File: src/verilog/ppr_pkg.sv
`default_nettype none
package ppr_pkg;
  localparam int N_PINS = 24;
  localparam int N_PIN_IN = 8;
  localparam int N_PERIPH_OUT = 32;
  localparam int SEL_W = 5;
  localparam int IDX_W = 5;
  localparam logic [4:0] OUT_SEL_LATCH = 5'h00;
  localparam logic [4:0] PIN_C0 = 5'h10;
  localparam logic [4:0] OUT_SEL_SYNC1_CLK = 5'h18;
  localparam logic [7:0] UNLOCK_KEY1 = 8'h55;
  localparam logic [7:0] UNLOCK_KEY2 = 8'haa;
  localparam int LOCK_BIT = 0;
  localparam logic LOCK_RESET = 1'b0;
  // Peripheral input slots
  localparam int IN_SYNC1_CLK = 0;
  localparam int IN_SYNC1_DATA = 1;
  localparam int IN_SER1_CLK = 2;
  localparam int IN_SER1_DATA = 3;
  // Default source pin per peripheral input, slot 0 in the low bits
  localparam logic [39:0] IN_DEFAULT =
    {5'h00, 5'h0c, 5'h0a, 5'h03, 5'h14, 5'h15, 5'h11, 5'h10};
  // Pins with I2C-compatible input thresholds
  localparam logic [23:0] I2C_CAP_PINS = 24'h33_00_00;
  typedef enum logic [1:0]
  {
    PPR_IDLE  = 2'b00,
    PPR_KEY1  = 2'b01,
    PPR_ARMED = 2'b10
  } ppr_seq_t;
endpackage
`default_nettype wire

File: src/verilog/ppr_routing.sv
// Summary of operation
// Peripheral inputs start on default pins; input select redirects them.
// Pins output their port latch unless output select names a peripheral.
// Software programs input and output select to the same pin for bidir.
// Input select code 10000 picks port C pin 0.
// Output select code 11000 drives sync port clock out on the pin.
// Serial and sync port clock and data are bidirectional, paired.
// I2C lines go anywhere; incapable pins use selected standard levels.
// Select writes reach the muxes at the writing clock edge.
// Lock bit changes only right after writing 0x55 then 0xaa.
// Locked: select writes rejected; reads always allowed.
// One-time config: lock clears and sets once per reset.
// Power-on reset restores defaults and clears lock.
`timescale 1ns/1ns
`default_nettype none
module ppr_routing
(
  input  wire logic                    ref_clk,
  input  wire logic                    nrst,
  input  wire logic                    sel_wr_en,
  input  wire logic                    sel_is_output,
  input  wire logic [4:0]              sel_index,
  input  wire logic [4:0]              sel_wdata,
  input  wire logic                    rd_is_output,
  input  wire logic [4:0]              rd_index,
  input  wire logic                    lock_wr_en,
  input  wire logic [7:0]              lock_wdata,
  input  wire logic                    one_time_lock_config,
  input  wire logic [23:0]             pin_in,
  input  wire logic [23:0]             port_latch,
  input  wire logic [23:0]             latch_oe_n,
  input  wire logic [31:0]             periph_out,
  input  wire logic [31:0]             periph_oe_n,
  input  wire logic [23:0]             input_level_select,
  output logic [7:0]                   periph_in,
  output logic [23:0]                  pin_out,
  output logic [23:0]                  pin_oe_n,
  output logic [23:0]                  pin_i2c_thresh,
  output logic [23:0]                  pin_std_schmitt,
  output logic [4:0]                   rd_data,
  output logic                         selection_lock_bit
);
  logic [4:0]          in_sel      [ppr_pkg::N_PIN_IN];
  logic [4:0]          next_in_sel [ppr_pkg::N_PIN_IN];
  logic [4:0]          out_sel      [ppr_pkg::N_PINS];
  logic [4:0]          next_out_sel [ppr_pkg::N_PINS];
  logic [7:0]          next_periph_in;
  logic [23:0]         next_pin_out;
  logic [23:0]         next_pin_oe_n;
  logic [23:0]         i2c_routed;
  logic [23:0]         next_pin_i2c_thresh;
  logic [23:0]         next_pin_std_schmitt;
  logic [4:0]          next_rd_data;
  ppr_pkg::ppr_seq_t   seq;
  logic                next_lock;
  logic                cleared_once;
  logic                set_once;
  logic                next_cleared_once;
  logic                next_set_once;
  ppr_pkg::ppr_seq_t   next_seq;
  logic                sel_write_ok;

  assign sel_write_ok = sel_wr_en && !selection_lock_bit;

  genvar g;
  generate
    for (g = 0; g < ppr_pkg::N_PIN_IN; g++)
    begin : g_in
      always_comb
      begin
        next_in_sel[g] = in_sel[g];
        if (sel_write_ok && !sel_is_output && sel_index == 5'(g))
          next_in_sel[g] = sel_wdata;
        // Codes beyond the pin range read low
        if (next_in_sel[g] < 5'(ppr_pkg::N_PINS))
          next_periph_in[g] = pin_in[next_in_sel[g]];
        else
          next_periph_in[g] = 1'b0;
      end
    end
    for (g = 0; g < ppr_pkg::N_PINS; g++)
    begin : g_pin
      always_comb
      begin
        next_out_sel[g] = out_sel[g];
        if (sel_write_ok && sel_is_output && sel_index == 5'(g))
          next_out_sel[g] = sel_wdata;
        if (next_out_sel[g] == ppr_pkg::OUT_SEL_LATCH)
        begin
          next_pin_out[g] = port_latch[g];
          next_pin_oe_n[g] = latch_oe_n[g];
        end
        else
        begin
          next_pin_out[g] = periph_out[next_out_sel[g]];
          next_pin_oe_n[g] = periph_oe_n[next_out_sel[g]];
        end
        i2c_routed[g] =
          (next_in_sel[ppr_pkg::IN_SYNC1_CLK] == 5'(g)) ||
          (next_in_sel[ppr_pkg::IN_SYNC1_DATA] == 5'(g));
        next_pin_i2c_thresh[g] = i2c_routed[g] && ppr_pkg::I2C_CAP_PINS[g];
        next_pin_std_schmitt[g] = !next_pin_i2c_thresh[g] &&
          input_level_select[g];
      end
    end
  endgenerate

  always_comb
  begin
    if (rd_is_output)
      next_rd_data = (rd_index < 5'(ppr_pkg::N_PINS)) ?
        out_sel[rd_index] : 5'h00;
    else
      next_rd_data = (rd_index < 5'(ppr_pkg::N_PIN_IN)) ?
        in_sel[rd_index[2:0]] : 5'h00;
  end

  always_comb
  begin
    next_seq = seq;
    next_lock = selection_lock_bit;
    next_cleared_once = cleared_once;
    next_set_once = set_once;
    if (lock_wr_en)
    begin
      case (seq)
        ppr_pkg::PPR_IDLE:
          next_seq = (lock_wdata == ppr_pkg::UNLOCK_KEY1) ?
            ppr_pkg::PPR_KEY1 : ppr_pkg::PPR_IDLE;
        ppr_pkg::PPR_KEY1:
          next_seq = (lock_wdata == ppr_pkg::UNLOCK_KEY2) ?
            ppr_pkg::PPR_ARMED : ppr_pkg::PPR_IDLE;
        ppr_pkg::PPR_ARMED:
        begin
          next_seq = ppr_pkg::PPR_IDLE;
          if (lock_wdata[ppr_pkg::LOCK_BIT] && !selection_lock_bit &&
              !(one_time_lock_config && set_once))
          begin
            next_lock = 1'b1;
            next_set_once = 1'b1;
          end
          else if (!lock_wdata[ppr_pkg::LOCK_BIT] && selection_lock_bit &&
                   !(one_time_lock_config && cleared_once))
          begin
            next_lock = 1'b0;
            next_cleared_once = 1'b1;
          end
        end
        default:
          next_seq = ppr_pkg::PPR_IDLE;
      endcase
    end
  end

  always_ff @(posedge ref_clk)
  begin
    if (!nrst)
    begin
      for (int i = 0; i < ppr_pkg::N_PIN_IN; i++)
        in_sel[i] <= ppr_pkg::IN_DEFAULT[5*i +: 5];
      for (int i = 0; i < ppr_pkg::N_PINS; i++)
        out_sel[i] <= ppr_pkg::OUT_SEL_LATCH;
      periph_in <= 8'h00;
      pin_out <= 24'h000000;
      pin_oe_n <= 24'hffffff;
      pin_i2c_thresh <= 24'h000000;
      pin_std_schmitt <= 24'h000000;
      rd_data <= 5'h00;
      selection_lock_bit <= ppr_pkg::LOCK_RESET;
      cleared_once <= 1'b0;
      set_once <= 1'b0;
      seq <= ppr_pkg::PPR_IDLE;
    end
    else
    begin
      in_sel <= next_in_sel;
      out_sel <= next_out_sel;
      periph_in <= next_periph_in;
      pin_out <= next_pin_out;
      pin_oe_n <= next_pin_oe_n;
      pin_i2c_thresh <= next_pin_i2c_thresh;
      pin_std_schmitt <= next_pin_std_schmitt;
      rd_data <= next_rd_data;
      selection_lock_bit <= next_lock;
      cleared_once <= next_cleared_once;
      set_once <= next_set_once;
      seq <= next_seq;
    end
  end
endmodule
`default_nettype wire
File: config.mk
export PLATFORM = sky130hd
export DESIGN_NAME = ppr_routing
export DESIGN_NICKNAME = d
export VERILOG_FILES = /design/src/verilog/ppr_pkg.sv /design/src/verilog/ppr_routing.sv
export SDC_FILE = /design/constraint.sdc
export NUM_CORES = 2
export LEC_CHECK = 0
export BUFFER_PORTS_ARGS = -buffer_cell sky130_fd_sc_hd__buf_2
export CAP_MARGIN = 0
export CORE_MARGIN = 3
export CORE_UTILIZATION = 25
export DETAILED_ROUTE_END_ITERATION = 10
export PLACE_DENSITY = 0.38
export SYNTH_ARGS = -nofsm -noshare
export SYNTH_HDL_FRONTEND = slang
export SYNTH_SLANG_ARGS = --single-unit
File: constraint.sdc
create_clock -name ref_clk -period 7.25 [get_ports ref_clk]
set_input_delay 1.45 -clock ref_clk [delete_from_list [all_inputs] [get_ports ref_clk]]
set_output_delay 1.45 -clock ref_clk [all_outputs]
set_load 0.01 [all_outputs]
==> results.py <==
metrics = {
    "worst_setup_path": {
        "endpoint_kind": "register",
        "crit_buf_inv": 2,
        "cp_data_required_time_ns": 7.73,
        "path_max_fanout": 20,
        "criticalPathCategory": "input port to register",
        "cp.arrival_ns": 5.41,
        "crit_chain": "buf_2 > and3_1 > buf_4 > nand3_1 > a31oi_1 > o32ai_1 > or4_1 > o21ai_0 > o22ai_1",
        "start_kind": "input port",
        "critical_path.top_delay_family": "simple AND/OR/NAND/NOR gates",
        "crit_path_top_delay_cell": "and3_1",
        "slowest_delay_ns": 0.89,
    },
    "cells_and_area": {
        "layout.nets": 3795,
        "area_growth_pct": 15.6,
        "finalNonFillerCells": 5150,
        "drive_gt1_frac": 0.230,
    },
    "clock_tree": {
        "clk_path_buf_depth": 3,
        "clk_pin_slew_worst_paths_ns": 0.06,
        "clock_latency_ns": 0.63,
        "post-cts-setup-buffers": 0,
        "cts_inserted_buffers": 44,
        "hold_buffers": 0,
        "ctsHtreeMaxLevel": 2,
        "ctsResizeCount": 0,
        "cts_root_buf": "clkbuf_16",
        "cts_sinks": 254,
        "cts_tree": "done",
    },
    "timing": {
        "tightest_slew_ns": 1.19,
        "period_share": 0.680,
        "max_freq_mhz": 203,
        "fin_skew_ns": 0.0225,
        "slew_headroom": 0.186,
        "finalHoldViolCount": 0,
        "fin_crit_ns": 4.93,
        "setup_violations": 0,
        "rsz0062_at_grt": "false",
        "setup_tns_ns": 0,
        "final-max-slew-violation-count": 0,
    },
    "power": {
        "p_leak_nw": 13.9,
        "cellPowerDensity_nw_per_um2": 150,
        "p_comb_frac": 0.230,
        "p_sw_mw": 1.71,
        "pwr-share-clk": 0.478,
        "internal_power_mw": 3.24,
        "switching_share": 0.346,
        "max-vdd-ir-drop_uv": 150,
        "power_frac_seq": 0.293,
    },
    "route": {
        "wirelength_um": 180000,
        "dr.first_iter.drc_count": 4163,
        "wl_per_cell_um": 35.0,
        "remaining_drc_errors": 0,
        "firstDrtPassIters": 5,
        "avgViaCountPerCell": 6.21,
        "final_antenna_net_count": 0,
        "vias": 32000,
    },
    "yosys": {
        "ys_ff_latch": 254,
        "synth.distinct_cells": 91,
        "synth_edf_count": 0,
        "syn_inst": 3524,
        "syn_area_per_cell_um2": 8.08,
        "synth.top_cells.by_count": "492 x mux2i_1, 465 x nand2_1, 293 x nor2_1",
        "ys.flop_type": "dfxtp_1",
        "synth_area_leaders": "dfxtp_1 18%, mux2i_1 17%, mux4_2 14%",
        "yosys.area.top_type": "dfxtp_1",
        "ys_warn_count": 0,
        "netlist_area_um2": 28500,
        "async_reset_ff_frac": 0,
        "synth_most_common_cell": "mux2i_1",
        "synth_top_area_frac": 0.179,
        "synth-seq-area-share": 0.179,
    },
    "floorplan": {
        "row_count": 123,
        "pin_count": 300,
        "dieArea_um2": 118000,
        "start_util": 0.252,
        "fp.dieH_um": 344,
        "die_w_um": 344,
        "fp.coreArea_um2": 113000,
    },
    "placement": {
        "dp_cells": 5059,
        "place_hpwl_um": 112000,
        "gp_congestion": 0.902,
        "port-buffer-count": 279,
    },
    "global_routing": {
        "antenna_found_initial": 16,
        "grt_pass1_vias": 29500,
        "grt_first_pass_wirelength_um": 245000,
        "grt_max_degree": 64,
        "overflow": 0,
        "grt_usage": 0.293,
    },
    "flow_run": {
        "drv_cap": 0,
    },
    "outcome": {
        "status": "completed",
    },
    "hold_path": {
        "hold_path_class": "register to register",
    },
}
## logic make-up (layout without fill, tap and decap cells)
kind of cell / count (synthesis) / after routing / synth area share
compound gates: 814 / 814 / 0.193
buf+inv: 448 / 544 / 0.0663
flops: 254 / 254 / 0.179
mux: 767 / 767 / 0.353
other cells: 1 / 31 / 0.000132
simple gates: 1240 / 1240 / 0.210
## registers in the layout, summed over array words and instances, names as in the netlist
signal,count
out_sel,120
in_sel,40
pin_oe_n,24
pin_out,24
pin_std_schmitt,24
periph_in,8
rd_data,5
pin_i2c_thresh,4
seq,2
cleared_once,1
selection_lock_bit,1
set_once,1
## tightest hold or removal path, stage by stage, from the launching register on
cell and delay (ns):
dfxtp_1 0.32, nor2_1 0.05, nor2_1 0.07
## cells in the final DEF, fill, tap and decap left out, types with 21 or more instances in the layout
cell type,n
and2_1,38
nand4_1,43
o211ai_1,32
nand2_1,465
a31oi_1,60
buf_2,278
o22ai_1,52
clkbuf_16,45
o21ai_0,122
nor3_1,52
buf_4,148
a211oi_1,76
and3_1,31
a22oi_1,29
nor2_1,293
mux2i_1,474
mux2_2,86
a21oi_1,181
mux4_2,173
inv_1,35
nor2b_1,38
nand3_1,105
a311oi_1,34
dfxtp_1,254
mux2i_2,21
nand2b_1,40
## stage by stage
step / hold slack (ns) / power [mW] / area (um^2) / util / worst slack, ns
after floorplan: 0.441 / 2.02 / 28600 / - / 2.99
after detailed placement: 0.469 / 2.57 / 31300 / 0.278 / 1.76
after CTS: 0.483 / 4.98 / 32900 / 0.292 / 2.43
after global routing: 0.513 / 5.08 / 32900 / 0.292 / 2.18
final: 0.475 / 4.95 / 32900 / 0.292 / 2.32
after global placement: 0.465 / 2.58 / 31300 / 0.278 / 1.77
## power by group through the flow
| stage | clock network, mW | registers, mW | logic, mW |
|---|---|---|---|
| 3_5_place_dp | 0 | 1.48 | 1.10 |
| 6_report | 2.37 | 1.45 | 1.14 |
| 2_1_floorplan | 0 | 1.48 | 0.534 |
| 3_3_place_gp | 0 | 1.48 | 1.10 |
| 5_1_grt | 2.47 | 1.45 | 1.16 |
| 4_1_cts | 2.43 | 1.45 | 1.10 |
## final cells by class
type,count,area (um^2)
clock buffer,63,1310
clock inverter,17,250
tap,1500,1880
sequential,254,5080
timing repair buffer,426,2500
antenna,11,27.5
inverter,38,148
fill,12100,79900
multi-input combinational,2841,21700
## per-layer routing
layer	vias to the layer above	wire, um	global-route usage
met3	581	17100	0.0605
met1	15800	73200	0.384
li1	13500	-	-
met5	-	26	0
met2	2134	78000	0.448
met4	4	11900	0.166
## worst paths after layout
| check | end | from | slack, ns | cells after the start |
|---|---|---|---|---|
| worst max-delay path | pin_out[14]$_SDFF_PN0_ | sel_index[2] | 2.32 | 9 |
| worst min-delay path | set_once$_SDFFE_PN0P_ | set_once$_SDFFE_PN0P_ | 0.48 | 2 |
| worst max register to register | pin_out[1]$_SDFF_PN0_ | selection_lock_bit$_SDFFE_PN0P_ | 2.96 | 8 |
| worst min register to register | set_once$_SDFFE_PN0P_ | set_once$_SDFFE_PN0P_ | 0.48 | 2 |
Power figures use the tool's default switching activity.
